`src/hw/mrf_pkg.sv`:
```
// Shared constants, state encodings and CRC step for the serial slave framer.
package mrf_pkg;

  // System clock rate and the supported line rates.
  localparam int CLK_HZ = 10_000_000;
  localparam int BAUD_1200 = 1200;
  localparam int BAUD_2400 = 2400;
  localparam int BAUD_9600 = 9600;
  localparam int BAUD_19200 = 19200;

  // Clock cycles per bit, rounded down; the two slow ones default top parameters.
  localparam int BIT_CYC_1200_DEF = CLK_HZ / BAUD_1200;
  localparam int BIT_CYC_2400_DEF = CLK_HZ / BAUD_2400;
  localparam int BIT_CYC_9600 = CLK_HZ / BAUD_9600;
  localparam int BIT_CYC_19200 = CLK_HZ / BAUD_19200;
  localparam int CNT_W = 14;

  // Character shape and the silent gap, kept in tenths of a character.
  localparam int DATA_BITS = 8;
  localparam int CHAR_BITS = 10;
  localparam int GAP_TENTHS = 35;
  localparam int GAP_BITS = (GAP_TENTHS * CHAR_BITS) / 10;
  localparam logic [5:0] GAP_LAST = 6'(GAP_BITS - 1);

  // Switch positions: switch n sits on bit n-1, high means on.
  localparam int SW_BAUD_LSB = 0;
  localparam int SW_BAUD_MSB = 1;
  localparam int SW_ADDR_LSB = 2;
  localparam int SW_ADDR_MSB = 6;
  localparam int SW_TEST = 7;

  // Baud selection codes, switch 2 the high bit and switch 1 the low bit.
  localparam logic [1:0] BAUD_SEL_1200 = 2'h0;
  localparam logic [1:0] BAUD_SEL_2400 = 2'h1;
  localparam logic [1:0] BAUD_SEL_9600 = 2'h2;
  localparam logic [1:0] BAUD_SEL_19200 = 2'h3;

  // Message constants.
  localparam logic [7:0] ADDR_BCAST = 8'h00;
  localparam logic [7:0] FUNC_EXC_MASK = 8'h80;
  localparam logic [7:0] MIN_FRAME = 8'h04;
  localparam logic [7:0] FC_RD_SET = 8'h03;
  localparam logic [7:0] FC_RD_ACT = 8'h04;
  localparam logic [7:0] FC_EXEC = 8'h05;
  localparam logic [7:0] FC_ST_ONE = 8'h06;
  localparam logic [7:0] FC_STATUS = 8'h07;
  localparam logic [7:0] FC_ST_MULT = 8'h10;
  localparam logic [15:0] CRC_INIT = 16'hffff;
  localparam logic [15:0] CRC_POLY_REV = 16'ha001;

  // Transmit FIFO shape: eight data bits plus a last-byte marker.
  localparam int FIFO_W = 9;
  localparam int FIFO_D = 8;

  typedef enum logic [3:0] {
    R_IDLE = 4'b0001,
    R_START = 4'b0010,
    R_DATA = 4'b0100,
    R_STOP = 4'b1000
  } mrf_rx_st_t;

  typedef enum logic [2:0] {
    T_IDLE = 3'b001,
    T_LOAD = 3'b010,
    T_SEND = 3'b100
  } mrf_tx_st_t;

  typedef enum logic [4:0] {
    S_ADDR = 5'b00001,
    S_FUNC = 5'b00010,
    S_BODY = 5'b00100,
    S_CRCH = 5'b01000,
    S_CRCL = 5'b10000
  } mrf_tx_sel_t;

  // One byte of the reflected CRC-16: fold the byte into the low half, then shift eight times.
  function automatic logic [15:0] mrf_crc_upd(input logic [15:0] crc, input logic [7:0] d);
    logic [15:0] a;
    a = crc ^ {8'h00, d};
    for (int j = 0; j < DATA_BITS; j++) begin
      a = a[0] ? ({1'b0, a[15:1]} ^ CRC_POLY_REV) : {1'b0, a[15:1]};
    end
    return a;
  endfunction

endpackage

```
`src/hw/mrf_fifo.sv`:
```
// Small synchronous FIFO with valid and ready on both sides.
`timescale 1ns/1ns
`default_nettype none
module mrf_fifo #(
  parameter int W = 9,
  parameter int D = 8
) (
  input wire logic sys_clk_in,
  input wire logic nrst_in,
  input wire logic in_valid_in,
  output logic in_ready_out,
  input wire logic [W-1:0] in_data_in,
  output logic out_valid_out,
  input wire logic out_ready_in,
  output logic [W-1:0] out_data_out
);
  localparam int AW = $clog2(D);

  typedef struct packed {
    logic [D-1:0][W-1:0] mem;
    logic [AW:0] wp;
    logic [AW:0] rp;
  } mrf_fifo_st_t;

  mrf_fifo_st_t s;
  mrf_fifo_st_t next_s;
  logic full;
  logic empty;

  // Pointers carry one extra wrap bit so full and empty stay distinct.
  assign empty = (s.wp == s.rp);
  assign full = (s.wp[AW] != s.rp[AW]) && (s.wp[AW-1:0] == s.rp[AW-1:0]);
  assign in_ready_out = !full;
  assign out_valid_out = !empty;
  assign out_data_out = s.mem[s.rp[AW-1:0]];

  // Push and pop may both happen in one cycle.
  always_comb begin
    next_s = s;
    if (in_valid_in && !full) begin
      next_s.mem[s.wp[AW-1:0]] = in_data_in;
      next_s.wp = s.wp + 1'b1;
    end
    if (out_ready_in && !empty) begin
      next_s.rp = s.rp + 1'b1;
    end
  end

  // The storage is cleared too, so a stale word never reads as unknown.
  always_ff @(posedge sys_clk_in or negedge nrst_in) begin
    if (!nrst_in) begin
      s <= '0;
    end else begin
      s <= next_s;
    end
  end
endmodule
`default_nettype wire

```
`src/hw/mrf_framer.sv`:
```
// Serial slave framer: character timing, address match, CRC check and response send.
// Function
// - Ten-bit character: start, eight data, stop.
// - Only 1200, 2400, 9600, 19200 baud.
// - Switch 2 on, switch 1 off selects 9600.
// - Station address is weighted sum of switches 3-7.
// - Switch 8 enables communications test mode.
// - Device answers only, never starts a transfer.
// - Binary message form only, no text form.
// - Half duplex; line released when not answering.
// - Address, function, data, two check bytes.
// - Answer only requests carrying own address.
// - Response opens with own station address.
// - Address zero: act, but never answer.
// - Performed function echoes function byte unchanged.
// - Refused function returns byte with top bit set.
// - Gap over 3.5 characters restarts reception.
// - CRC covers data bits of bytes only.
// - Check value last, high byte first.
// - Bad check: discard, no action, no answer.
// - CRC register preset to all ones.
// - Shift right, low bit carries out, zero in.
// - XOR byte low, eight steps, XOR polynomial.
// - Function codes 03-07 and 16 are supported.
`timescale 1ns/1ns
`default_nettype none
module mrf_framer #(
  parameter int BIT_CYC_1200 = mrf_pkg::BIT_CYC_1200_DEF,
  parameter int BIT_CYC_2400 = mrf_pkg::BIT_CYC_2400_DEF
) (
  input wire logic sys_clk_in,
  input wire logic nrst_in,
  input wire logic [7:0] switch_in,
  input wire logic rx_line_in,
  output logic tx_line_out,
  output logic tx_oe_out,
  output logic [1:0] baud_sel_out,
  output logic [7:0] station_addr_out,
  output logic test_mode_out,
  output logic [7:0] rx_data_out,
  output logic rx_valid_out,
  output logic req_ok_out,
  output logic req_bad_out,
  output logic req_bcast_out,
  output logic [7:0] req_func_out,
  output logic req_func_known_out,
  input wire logic rsp_go_in,
  input wire logic rsp_exc_in,
  output logic rsp_pending_out,
  input wire logic [7:0] tx_data_in,
  input wire logic tx_last_in,
  input wire logic tx_valid_in,
  output logic tx_ready_out,
  output logic tx_busy_out
);
  import mrf_pkg::*;

  typedef struct packed {
    logic [7:0] sw_s1;
    logic [7:0] sw_s2;
    logic rx_s1;
    logic rx_s2;
    logic [CNT_W-1:0] tick_cnt;
    logic [5:0] gap_cnt;
    mrf_rx_st_t rx_st;
    logic [CNT_W-1:0] rx_cnt;
    logic [3:0] rx_nbit;
    logic [7:0] rx_sh;
    logic f_active;
    logic f_skip;
    logic f_ferr;
    logic f_bcast;
    logic [7:0] f_idx;
    logic [7:0] f_b1;
    logic [7:0] f_b2;
    logic [7:0] f_func;
    logic [15:0] f_crc;
    logic pend;
    logic [7:0] rsp_func;
    logic [7:0] rx_data;
    logic rx_valid;
    logic req_ok;
    logic req_bad;
    logic req_bcast;
    logic [7:0] req_func;
    logic req_known;
    mrf_tx_st_t tx_st;
    mrf_tx_sel_t tx_sel;
    logic tx_exc;
    logic tx_final;
    logic [9:0] tx_sh;
    logic [CNT_W-1:0] tx_cnt;
    logic [3:0] tx_nbit;
    logic [15:0] tx_crc;
    logic tx_line;
    logic tx_oe;
  } mrf_state_t;

  mrf_state_t s;
  mrf_state_t next_s;
  logic [CNT_W-1:0] bit_cyc;
  logic [CNT_W-1:0] bit_last;
  logic [CNT_W-1:0] half_last;
  logic [7:0] station;
  logic fifo_valid;
  logic fifo_rd;
  logic [FIFO_W-1:0] fifo_data;

  // Decodes the function codes this relay serves; anything else shows as unknown on req_func_known_out.
  function automatic logic func_known(input logic [7:0] fc);
    case (fc)
      FC_RD_SET, FC_RD_ACT, FC_EXEC, FC_ST_ONE, FC_STATUS, FC_ST_MULT: return 1'b1;
      default: return 1'b0;
    endcase
  endfunction

  // Bit period from switches 1 and 2; only the four listed rates exist.
  always_comb begin
    case (s.sw_s2[SW_BAUD_MSB:SW_BAUD_LSB])
      BAUD_SEL_1200: bit_cyc = CNT_W'(BIT_CYC_1200);
      BAUD_SEL_2400: bit_cyc = CNT_W'(BIT_CYC_2400);
      BAUD_SEL_9600: bit_cyc = CNT_W'(BIT_CYC_9600);
      default: bit_cyc = CNT_W'(BIT_CYC_19200);
    endcase
  end

  // Switch weights 1, 2, 4, 8, 16 for switches 3 to 7 make a plain binary address.
  assign station = 8'(s.sw_s2[SW_ADDR_MSB:SW_ADDR_LSB]);
  assign bit_last = bit_cyc - 1'b1;
  assign half_last = (bit_cyc >> 1) - 1'b1;

  // Response body bytes wait here; a slow line drains it, so the user sees back-pressure.
  mrf_fifo #(
    .W(FIFO_W),
    .D(FIFO_D)
  ) u_fifo (
    .sys_clk_in(sys_clk_in),
    .nrst_in(nrst_in),
    .in_valid_in(tx_valid_in),
    .in_ready_out(tx_ready_out),
    .in_data_in({tx_last_in, tx_data_in}),
    .out_valid_out(fifo_valid),
    .out_ready_in(fifo_rd),
    .out_data_out(fifo_data)
  );

  // Next state for the receiver, frame checker and transmitter.
  always_comb begin
    logic tick;
    logic byte_ev;
    logic frame_end;
    logic ok;
    logic load;
    logic [7:0] rb;
    logic [7:0] tb;
    mrf_tx_sel_t nsel;
    tick = 1'b0;
    byte_ev = 1'b0;
    frame_end = 1'b0;
    ok = 1'b0;
    load = 1'b0;
    rb = s.rx_sh;
    tb = 8'h00;
    nsel = s.tx_sel;
    fifo_rd = 1'b0;
    next_s = s;
    next_s.rx_valid = 1'b0;
    next_s.req_ok = 1'b0;
    next_s.req_bad = 1'b0;

    // Pins and switches come from outside; two flops before any use.
    next_s.sw_s1 = switch_in;
    next_s.sw_s2 = s.sw_s1;
    next_s.rx_s1 = rx_line_in;
    next_s.rx_s2 = s.rx_s1;

    // Free-running bit tick paces the silence timer; >= survives a rate change.
    tick = (s.tick_cnt >= bit_last);
    next_s.tick_cnt = tick ? '0 : s.tick_cnt + 1'b1;

    // Receiver: the line is ignored while we drive it, so our own echo never lands.
    case (s.rx_st)
      R_IDLE: begin
        if (!s.rx_s2 && !s.tx_oe) begin
          next_s.rx_st = R_START;
          next_s.rx_cnt = '0;
        end
      end
      R_START: begin
        if (s.rx_cnt >= half_last) begin
          next_s.rx_cnt = '0;
          next_s.rx_nbit = '0;
          next_s.rx_st = s.rx_s2 ? R_IDLE : R_DATA;
        end else begin
          next_s.rx_cnt = s.rx_cnt + 1'b1;
        end
      end
      R_DATA: begin
        if (s.rx_cnt >= bit_last) begin
          next_s.rx_cnt = '0;
          next_s.rx_sh = {s.rx_s2, s.rx_sh[7:1]};
          next_s.rx_nbit = s.rx_nbit + 1'b1;
          if (s.rx_nbit == 4'(DATA_BITS - 1)) begin
            next_s.rx_st = R_STOP;
          end
        end else begin
          next_s.rx_cnt = s.rx_cnt + 1'b1;
        end
      end
      R_STOP: begin
        if (s.rx_cnt >= bit_last) begin
          next_s.rx_st = R_IDLE;
          byte_ev = 1'b1;
        end else begin
          next_s.rx_cnt = s.rx_cnt + 1'b1;
        end
      end
      default: next_s.rx_st = R_IDLE;
    endcase

    // Silence timer counts whole bit times; a running character holds it at zero.
    if (s.rx_st != R_IDLE) begin
      next_s.gap_cnt = '0;
    end else if (tick && s.f_active) begin
      next_s.gap_cnt = s.gap_cnt + 1'b1;
    end
    frame_end = s.f_active && (s.rx_st == R_IDLE) && tick && (s.gap_cnt == GAP_LAST);

    // Each character is a raw byte; no text framing is looked for.
    if (byte_ev) begin
      next_s.f_active = 1'b1;
      if (!s.rx_s2) begin
        next_s.f_ferr = 1'b1;
      end
      if (s.f_idx == 8'h00) begin
        next_s.f_skip = !((rb == station) || (rb == ADDR_BCAST));
        next_s.f_bcast = (rb == ADDR_BCAST);
        next_s.pend = 1'b0;
      end
      // Bytes enter the CRC two behind, so the check bytes never do.
      if (s.f_idx >= 8'h02) begin
        next_s.f_crc = mrf_crc_upd(s.f_crc, s.f_b1);
      end
      if ((s.f_idx >= 8'h03) && !s.f_skip) begin
        next_s.rx_data = s.f_b1;
        next_s.rx_valid = 1'b1;
      end
      if (s.f_idx == 8'h03) begin
        next_s.f_func = s.f_b1;
      end
      next_s.f_b1 = s.f_b2;
      next_s.f_b2 = rb;
      next_s.f_idx = (s.f_idx == 8'hff) ? s.f_idx : s.f_idx + 1'b1;
    end

    // End of message: check value must match, high byte first, else drop it silently.
    if (frame_end) begin
      ok = !s.f_skip && !s.f_ferr && (s.f_idx >= MIN_FRAME)
        && ({s.f_b1, s.f_b2} == s.f_crc);
      if (!s.f_skip) begin
        next_s.req_ok = ok;
        next_s.req_bad = !ok;
        next_s.req_func = s.f_func;
        next_s.req_bcast = s.f_bcast;
        next_s.req_known = func_known(s.f_func);
      end
      if (ok && !s.f_bcast) begin
        next_s.pend = 1'b1;
        next_s.rsp_func = s.f_func;
      end
      next_s.f_active = 1'b0;
      next_s.f_skip = 1'b0;
      next_s.f_ferr = 1'b0;
      next_s.f_bcast = 1'b0;
      next_s.f_idx = '0;
      next_s.f_crc = CRC_INIT;
    end

    // Transmitter: only a pending request may open a response, and never on a start bit.
    case (s.tx_st)
      T_IDLE: begin
        if (rsp_go_in && s.pend && (s.rx_st == R_IDLE) && s.rx_s2) begin
          next_s.tx_st = T_LOAD;
          next_s.tx_sel = S_ADDR;
          next_s.tx_crc = CRC_INIT;
          next_s.tx_exc = rsp_exc_in;
          next_s.tx_final = 1'b0;
          next_s.pend = 1'b0;
        end
      end
      T_LOAD: begin
        load = 1'b1;
        case (s.tx_sel)
          S_ADDR: begin
            tb = station;
            nsel = S_FUNC;
          end
          S_FUNC: begin
            tb = s.tx_exc ? (s.rsp_func | FUNC_EXC_MASK) : s.rsp_func;
            nsel = S_BODY;
          end
          S_BODY: begin
            load = fifo_valid;
            fifo_rd = fifo_valid;
            tb = fifo_data[DATA_BITS-1:0];
            nsel = fifo_data[DATA_BITS] ? S_CRCH : S_BODY;
          end
          S_CRCH: begin
            tb = s.tx_crc[15:8];
            nsel = S_CRCL;
          end
          default: begin
            tb = s.tx_crc[7:0];
            nsel = S_CRCL;
            next_s.tx_final = 1'b1;
          end
        endcase
        if (load) begin
          next_s.tx_sh = {1'b1, tb, 1'b0};
          next_s.tx_cnt = '0;
          next_s.tx_nbit = '0;
          next_s.tx_st = T_SEND;
          next_s.tx_sel = nsel;
          if ((s.tx_sel != S_CRCH) && (s.tx_sel != S_CRCL)) begin
            next_s.tx_crc = mrf_crc_upd(s.tx_crc, tb);
          end
        end
      end
      T_SEND: begin
        if (s.tx_cnt >= bit_last) begin
          next_s.tx_cnt = '0;
          next_s.tx_sh = {1'b1, s.tx_sh[9:1]};
          next_s.tx_nbit = s.tx_nbit + 1'b1;
          if (s.tx_nbit == 4'(CHAR_BITS - 1)) begin
            next_s.tx_st = s.tx_final ? T_IDLE : T_LOAD;
          end
        end else begin
          next_s.tx_cnt = s.tx_cnt + 1'b1;
        end
      end
      default: next_s.tx_st = T_IDLE;
    endcase

    // Line idles high and the driver is off outside a response.
    next_s.tx_line = (next_s.tx_st == T_SEND) ? next_s.tx_sh[0] : 1'b1;
    next_s.tx_oe = (next_s.tx_st != T_IDLE);
  end

  // Reset loads constants only; the line synchronisers start at the idle line level, the switch ones at zero.
  always_ff @(posedge sys_clk_in or negedge nrst_in) begin
    if (!nrst_in) begin
      s <= '0;
      s.rx_s1 <= 1'b1;
      s.rx_s2 <= 1'b1;
      s.rx_st <= R_IDLE;
      s.tx_st <= T_IDLE;
      s.tx_sel <= S_ADDR;
      s.tx_line <= 1'b1;
      s.f_crc <= CRC_INIT;
      s.tx_crc <= CRC_INIT;
    end else begin
      s <= next_s;
    end
  end

  // Outputs straight from the state flops.
  assign tx_line_out = s.tx_line;
  assign tx_oe_out = s.tx_oe;
  assign tx_busy_out = s.tx_oe;
  assign baud_sel_out = s.sw_s2[SW_BAUD_MSB:SW_BAUD_LSB];
  assign station_addr_out = station;
  assign test_mode_out = s.sw_s2[SW_TEST];
  assign rx_data_out = s.rx_data;
  assign rx_valid_out = s.rx_valid;
  assign req_ok_out = s.req_ok;
  assign req_bad_out = s.req_bad;
  assign req_bcast_out = s.req_bcast;
  assign req_func_out = s.req_func;
  assign req_func_known_out = s.req_known;
  assign rsp_pending_out = s.pend;
endmodule
`default_nettype wire

```
`config.mk`:
```
export PLATFORM = sky130hd
export DESIGN_NAME = mrf_framer
export DESIGN_NICKNAME = d
export VERILOG_FILES = /design/src/hw/mrf_pkg.sv /design/src/hw/mrf_fifo.sv /design/src/hw/mrf_framer.sv
export SDC_FILE = /design/constraint.sdc
export NUM_CORES = 1
export LEC_CHECK = 0
export ABC_AREA = 1
export BUFFER_PORTS_ARGS = -buffer_cell sky130_fd_sc_hd__buf_2
export CAP_MARGIN = 20
export CELL_PAD_IN_SITES_DETAIL_PLACEMENT = 1
export CELL_PAD_IN_SITES_GLOBAL_PLACEMENT = 1
export CORE_MARGIN = 2
export CORE_UTILIZATION = 48
export CTS_CLUSTER_SIZE = 12
export DETAILED_ROUTE_END_ITERATION = 16
export PLACE_DENSITY_LB_ADDON = 0.12
export SLEW_MARGIN = 20
export SYNTH_ARGS = -nofsm -noshare
export SYNTH_HDL_FRONTEND = slang
export SYNTH_SLANG_ARGS = --single-unit
```
`constraint.sdc`:
```
create_clock -name sys_clk_in -period 4.19 [get_ports sys_clk_in]
set_clock_uncertainty 0.2 [all_clocks]
set_input_delay 0.6285 -clock sys_clk_in [delete_from_list [all_inputs] [get_ports sys_clk_in]]
set_output_delay 0.6285 -clock sys_clk_in [all_outputs]
set_load 0.01 [all_outputs]
```
* Word level (Yosys, flattened, before mapping) *
Index checks and enable logic that the tools add are counted.

storage, ports and cells
  bits of input ports = 23
  word-level logic and storage cells = 281
  flip-flop bits (word level) = 286

operators by class
  multiplexer cells = 86
  reductions and logical operators = 59
  magnitude comparators = 10
  bitwise logic cells = 19
  equal/unequal tests = 47
  $add $sub $neg = 11

operator list
  kind                                                                   number
  16-bit two-way mux                                                     19
  72-bit bitwise mux                                                     1
  14-bit two-way mux                                                     5
  14-bit greater-or-equal comparator                                     4
  14-bit one-hot mux with 4 select lines                                 1
  28-bit one-hot mux with 2 select lines                                 1
  53-bit two-way mux                                                     1
  12-bit two-way mux                                                     4
  2-bit inverter with 3-bit output                                       16
  44-bit two-way mux                                                     1
  14-bit by 1-bit adder with 14-bit output, second input constant        3
  14-bit one-hot mux with 3 select lines                                 1
  8-bit two-way mux                                                      5
  8-bit by 3-bit equality test with 1-bit output, second input constant  4
  16-bit one-hot mux with 2 select lines                                 1
  8-bit one-hot mux with 4 select lines                                  1
  16-bit by 8-bit XOR with 16-bit output                                 2
  4-bit two-way mux                                                      7
  9-bit binary-select mux with 3-bit select                              1
  9-bit demux with 3-bit select                                          1
  9-bit two-way mux                                                      3
  25-bit two-way mux                                                     1
  2-bit != test, second input constant                                   12
  2-bit AND reduction                                                    11
  61 further kinds                                                       126

* Logic depth before layout (Yosys ltp) *
Gate-level depths: netlist of the first run.

  word-level depth = 25
  depth in mapped cells = 23

* Cells and area by module *
Synthesis of the first run repeated with hierarchy kept, for this count alone.

unflattened totals
  cell total of the unflattened synthesis = 1945
  area, all modules = 15985.3 µm²

by module, submodules not included
  module      area an instance (µm²)  times used  cells each  seq. area each (µm²)
  mrf_framer  11607.4                 1           1402        5202.5
  mrf_fifo    4377.9                  1           543         2001.9

* Worst setup path before layout of the first run *
Ideal clock, no wire load.

  kind = flip-flop to flip-flop
  start = reg s, in the netlist baud_sel_out[0]
  end = reg s[163] (netlist bit)
  setup slack = 1.133 ns
  setup time = 0.124 ns
  cell stages (with the launch flop) = 18
  arrival = 2.733 ns
  path buffers = 0
  cell sequence = dfrtp_1 > inv_1 > ha_1 > inv_1 > ha_1 > a21oi_1 > o21ai_0 > nand2_1 > o211a_1 > nand3_1 > nand2_1 > nand2_1 > nor2_2 > nand2_1 > nor3b_2 > nand3b_1 > o21ai_0 > a21oi_1

on the way
  word-level cells in the longest chain between the ends = 6

RTL lines
  item                                                                                                            line                                                     source
  start, declared                                                                                                 mrf_framer.sv:99                                         mrf_state_t s;
  start signal, assigned                                                                                          mrf_framer.sv:362                                        s <= next_s;
  2-bit equality test (tied with other cells)                                                                     mrf_framer.sv:119                                        case (s.sw_s2[SW_BAUD_MSB:SW_BAUD_LSB])
  14-bit one-hot mux with 3 select lines (*)                                                                      mrf_framer.sv:119
  14-bit by 1-bit subtractor with 14-bit output or 13-bit by 1-bit subtractor with 14-bit output (tied branches)  mrf_framer.sv:129, mrf_framer.sv:130
  14-bit greater-or-equal comparator, on equally long branches                                                    mrf_framer.sv:199, mrf_framer.sv:211, mrf_framer.sv:190
  14-bit two-way mux (tied with other cells)                                                                      mrf_framer.sv:199                                        if (s.rx_cnt >= bit_last) begin
  14-bit one-hot mux with 4 select lines or 3-bit AND reduction (tied branches)                                   n/a

Mark *: on every way between the ends. The rest lies on a longest branch, timed or not.
A chain may end at the register's enable or synchronous reset.

* Final worst setup path of the first run *
Same ends and word-level chain as after synthesis.

==> metrics.txt, run 1 <==
status complete, no violations; Comb power frac 0.213; Layout Cells excl Fill 2324; RSZ-0062 raised after global routing true; crit path DAT 4.02 ns; core box area 0.03147 mm2; grt total ovfl 0; Post-DP Area 0.01592 mm2; area of the multi-input gates 0.006907 mm2; fraction of registers with async set/reset 1.000; Clock power frac 0.346; Seq/Total Area, Yosys 0.4720; Final Max Slew Viols 0; vias post-DR 12740; wire length per cell 18.16 um; Seq pwr share 0.441; static leakage 8.296 nW; Initial DRC Count 572; YS warnings 0; DP HPWL 29810 um; internal power 5.551 mW; full die area 0.03324 mm2; ys flop type dfrtp_1; WS Path Type flop to flop; Initial Util 0.4850; die width 182.3 um; Worst IR Drop VDD 0.2862 mV; Power Density 480.6 mW/mm2; layout cells sized above 1 0.1124; Total Routing Usage GR 0.2598; M1 wire length 19330 um; metal2 WL 20960 um; Placed Cells incl. Taps 2257; Critical Path Fanout Max 11; number of max-cap violations 0; antenna violations before repair 0; Slew HR 0.5279; die height 182.3 um; Routed Antenna Nets 0; Synth cell types 51; PortBufs 56; endpoints failing setup 0; vias in the first global route 13770; pin count of the biggest net entering global routing 89; worst path required time 4.38 ns; IO Pins 60; drc violations 0; uppermost layer routed met4; # H-tree levels 2; CTS tree done; drt total wl 42190 um; global-route wire length before repair 70200 um; post-synthesis cell count 1835; Layout fillers 3781; Slew @ Worst Pin 0.7081 ns; Design Area, Final 0.01704 mm2; CTS clk-pin slew, worst paths 0.06 ns; #FFs+latches synth 286; commonest non-fill, non-tap cell in the layout nand2_1; startpoint types flop; Final WS setup 0.3580 ns; Hold Path Class input pin to flop; commonest non-fill, non-tap cells in the layout nand2_1 (412), dfrtp_1 (248), inv_1 (196); Detailed Routing Iterations Pass 1 5; worst skew pair latency 0.52 ns; Rows 65; Post-CTS Resized 0; pre-CTS setup slack 0.3742 ns; Syn Area/Cell 8.319 um2; nets 1995; Final Hold Vio Count 0; drt via density 5.483; clock sinks 286; Net Sw Power 2.637 mW; Synth-to-Final Area Change 11.60%; number of enable flip-flop cells after synthesis 0; crit path time final 3.832 ns; fin crit share 0.9146; RD Place Congestion 0.8560; switch share 0.3220; critical path endpoint category flop; register area 0.007204 mm2; top cell type's share of synthesized area 0.4066; Longest Clk Path Bufs 3; Root Driver clkbuf_16; synthesized area 0.01526 mm2; met3 wire length 1239 um; Post-CTS Setup Bufs 0; Fmax achieved 261.0 MHz; Synth area leaders dfrtp_1 (41%), nand2_1 (10%), dfstp_2 (6.5%), o21ai_0 (6.3%), ha_1 (6.1%); Yosys top cell by area dfrtp_1; ant diodes 0; cts bufs inserted 34
## metrics by stage
stage | util | power (mW) | TNS (ns) | hold WS (ns)
3_3_place_gp | 0.5057 | 5.265 | 0 | 0.1316
2_1_floorplan | - | 4.813 | 0 | 0.1312
3_5_place_dp | 0.5057 | 5.382 | 0 | 0.1363
5_1_grt | 0.5412 | 8.711 | -0.004959 | 0.01623
4_1_cts | 0.5412 | 8.269 | 0 | 0.01408
6_report | 0.5412 | 8.188 | 0 | 0.03030
## cells in the mapped netlist, types with 16 or more instances
cell type	count
nor2_1	134
nor3_1	33
inv_1	196
clkbuf_1	30
xnor2_1	17
nand4_1	46
buf_4	27
buf_2	19
nand2_1	412
a21oi_1	58
o21ai_0	191
nand2_2	16
dfrtp_1	248
nand3_1	107
xor2_1	39
ha_1	75
o211ai_1	29
dfstp_2	38
## layout make-up
| cell class | instances | share of cell area |
|---|---|---|
| Sequential cell | 286 | 0.4229 |
| Multi-Input combinational cell | 1278 | 0.4054 |
| Clock buffer | 51 | 0.05611 |
| Inverter | 208 | 0.04613 |
| Timing Repair Buffer | 89 | 0.03393 |
| Tap cell | 402 | 0.02953 |
| Clock inverter | 10 | 0.005949 |
## per-layer routing
layer | vias to the layer above | global-route usage
met4 | 0 | 0.05871
met1 | 6355 | 0.3433
li1 | 6168 | -
met3 | 60 | 0.03492
met2 | 160 | 0.4560
met5 | - | 0
## state kept, by name (all words and copies together), names as in the netlist, 2 cells and up
register	cells
station_addr_out	5
req_func_out	8
next_s	9
baud_sel_out	2
s	165
u_fifo.s	80
rx_data_out	8
## worst max-delay path: stages, from the launching register on
cell      delay, ns
dfrtp_1        0.42
inv_1          0.13
ha_1           0.22
inv_1          0.33
ha_1           0.34
a21oi_1        0.14
o21ai_0        0.08
nand2_1        0.08
o211a_1        0.15
nand3_1        0.21
nand2_1        0.27
nand2_1        0.24
nor2_2         0.25
nand2_1        0.13
nor3b_2        0.26
nand3b_1       0.10
o21ai_0        0.08
a21oi_1        0.06
## cells by family after synthesis
logic type,count (synthesis),share of synthesized area
flops,286,0.4720
xor+xnor,56,0.03213
compound gates,333,0.1223
other cells,2,0.0004920
fa+ha+maj,75,0.06148
simple gates,798,0.2323
buf+inv,285,0.07934
## final timing paths
| path | cells after the start | start | endpoint | slack, ns |
|---|---|---|---|---|
| setup / recovery | 17 | baud_sel_out[0] | s[163] | 0.36 |
| hold reg to reg | 0 | next_s[195] | station_addr_out[3] | 0.15 |
| setup reg to reg | 17 | baud_sel_out[0] | s[163] | 0.36 |
| min in group asynchronous | 2 | nrst_in | s[29] | 0.56 |
| max in group asynchronous | 3 | nrst_in | u_fifo.s[65] | 2.20 |
| hold / removal | 1 | rx_line_in | next_s[188] | 0.03 |
## what timing repair did
action,in CTS,in global routing
setup endpoints to repair,0,1
hold buffers,6,0
endpoints found under the hold margin,72,0
## power by group through the flow
stage	registers [mW]	logic [mW]	clock network (mW)
floorplan	3.52	1.29	0
global placement	3.62	1.65	0
detailed placement	3.64	1.74	0
CTS	3.61	1.76	2.90
global route	3.67	2.04	3.00
finish	3.61	1.74	2.83
(Power assumes the default switching activity.)
==> run 2, diff against run 1 <==
- CORE_UTILIZATION: 48 -> 35
- SETUP_SLACK_MARGIN: unset -> 0.02
- clock period: 4.19 -> 3.7 ns (I/O delays scaled with it)
==> run 2 against run 1 <==
Net effect:
- sequential cell count unchanged
- fmax increased by 14%
- clock power increased by 25%
- sequential power increased by 13%
- critical path depth increased by 2
- non-clock buffer count increased by 10
- via count decreased by 1.2%
- largest cell class unchanged
==> metrics.txt, run 2 (synthesized netlist as in run 1, its figures left out) <==
Design Area, Final 0.01756 mm2; nets 2008; Initial Util 0.3544; Synth-to-Final Area Change 15.07%; full die area 0.04530 mm2; Buf/Inv on CP 6; Comb power frac 0.205; Detailed Routing Iterations Pass 1 5; Root Driver clkbuf_16; die height 212.8 um; drt via density 4.990; Final Hold Vio Count 0; Rows 76; IO Pins 60; switch share 0.3148; cell mode on critical path nand2_1; Net Sw Power 3.020 mW; Slew HR 0.3330; CP top delay family buffers and inverters; clock sinks 286; crit path time final 3.360 ns; RSZ-0062 raised after global routing true; antenna violations before repair 0; max FFs per register 165; CP Cell Sequence inv_2, ha_1, clkinvlp_4, ha_4, nand2_1, nor2_1, o21ai_0, o211ai_1, nand3_1, nand3_2, nand2_2, buf_8, inv_1, buf_4, nand3_1, nand2_1, o21ai_0, nand2_1, inv_1; Power Density 546.1 mW/mm2; Post-DP Area 0.01619 mm2; Fmax achieved 297.6 MHz; WS Path Type flop to flop; endpoints failing setup 0; Clock power frac 0.370; critical path endpoint category flop; Slew @ Worst Pin 0.9975 ns; grt total ovfl 0; Hold Path Class input pin to flop; Reg with most FFs s; vias post-DR 12590; DP HPWL 30510 um; fin crit share 0.9081; Longest Clk Path Bufs 3; number of max-cap violations 0; CTS clk-pin slew, worst paths 0.06 ns; Initial DRC Count 580; cts bufs inserted 37; commonest non-fill, non-tap cell in the layout nand2_1; status complete, no violations; layout cells sized above 1 0.1255; CTS tree done; RD Place Congestion 0.7724; die width 212.8 um; # H-tree levels 2; Critical Path Fanout Max 31; Largest stage delay, worst path 0.44 ns; internal power 6.573 mW; Routed Antenna Nets 0; hold_ws 0.03170 ns; drt total wl 42890 um; drc violations 0; PortBufs 56; pin count of the biggest net entering global routing 101; crit path DAT 3.61 ns; vias in the first global route 13180; CP max stage cell dfrtp_1; ant diodes 0; Finished Core Util 0.4078; worst skew pair latency 0.55 ns; wire length per cell 17.01 um; global-route wire length before repair 70610 um; Final Max Slew Viols 0; commonest non-fill, non-tap cells in the layout nand2_1 (410), dfrtp_1 (248), inv_1 (191), o21ai_0 (191), nor2_1 (133); static leakage 8.422 nW; startpoint types flop; Total Routing Usage GR 0.1971; worst path required time 3.95 ns; Seq pwr share 0.425; core box area 0.04308 mm2; Worst IR Drop VDD 0.3611 mV
## run 2: cell count changes in the layout (fill, tap and decap cells not counted), sizes merged
| cell | delta |
|---|---|
| clkbuf | +6 |
| buf | +6 |
| inv | +1 |
| clkinv | -5 |
| clkinvlp | +2 |
| dlygate4sd3 | +4 |
| bufinv | +1 |
## run 2: path summary, 6_finish.rpt
path,endpoint,slack (ns),cells past startpoint,startpoint
max,rsp_pending_out,0.34,19,baud_sel_out[0]
min,s[47],0.03,3,rsp_exc_in
max reg2reg,rsp_pending_out,0.34,19,baud_sel_out[0]
min reg2reg,baud_sel_out[0],0.15,0,next_s[190]
max in group asynchronous,s[125],1.85,3,nrst_in
min in group asynchronous,s[30],0.34,2,nrst_in
## run 2: per-stage QoR
step | setup slack (ns) | power, mW | TNS (ns) | instances
global route | -0.04314 | 10.26 | -0.06305 | 2522
CTS | 0.02375 | 9.732 | 0 | 2520
detailed placement | 0.05147 | 6.085 | 0 | 2444
floorplan | 0.6434 | 5.450 | 0 | 1849
finish | 0.3401 | 9.592 | 0 | 2522
global placement | 0.2528 | 6.014 | 0 | 2444
## run 2: metal layers
| metal | track usage | part of all wire | vias to the layer above |
|---|---|---|---|
| met1 | 0.2658 | 0.48 | 6209 |
| met2 | 0.3325 | 0.47 | 114 |
| met4 | 0.05546 | 0.021 | 0 |
| met5 | 0 | 0 | - |
| met3 | 0.02486 | 0.024 | 59 |
| li1 | - | - | 6203 |
## run 2: power by group through the flow
| stage | registers [mW] | logic (mW) | clock network (mW) |
|---|---|---|---|
| after floorplan | 3.99 | 1.46 | 0 |
| after CTS | 4.08 | 1.98 | 3.67 |
| after global routing | 4.15 | 2.33 | 3.78 |
| after detailed placement | 4.12 | 1.96 | 0 |
| after global placement | 4.11 | 1.90 | 0 |
| final | 4.08 | 1.97 | 3.55 |
## run 2: layout make-up
| class | instances | area (um2) |
|---|---|---|
| fill | 5174 | 25510 |
| sequential | 286 | 7204 |
| multi-input combinational | 1278 | 6962 |
| clock buffer | 57 | 1081 |
| inverter | 208 | 789.5 |
| tap | 585 | 732.0 |
| timing repair buffer | 99 | 690.7 |
| clock inverter | 9 | 105.1 |
## run 2: what timing repair did
action                     4_1_cts  5_1_grt
hold endpoints to repair        50        0
hold buffers                    10        0
gates resized for setup          0       20
buffers inserted                 0        2
setup endpoints to repair        0       66
## run 2: worst register-to-register path, cell delays in order, from the launching register on
cell	delay, ns
dfrtp_1	0.44
inv_2	0.12
ha_1	0.21
clkinvlp_4	0.23
ha_4	0.34
nand2_1	0.07
nor2_1	0.12
o21ai_0	0.13
o211ai_1	0.12
nand3_1	0.11
nand3_2	0.16
nand2_2	0.10
buf_8	0.19
inv_1	0.13
buf_4	0.18
nand3_1	0.14
nand2_1	0.08
o21ai_0	0.08
nand2_1	0.08
inv_1	0.04
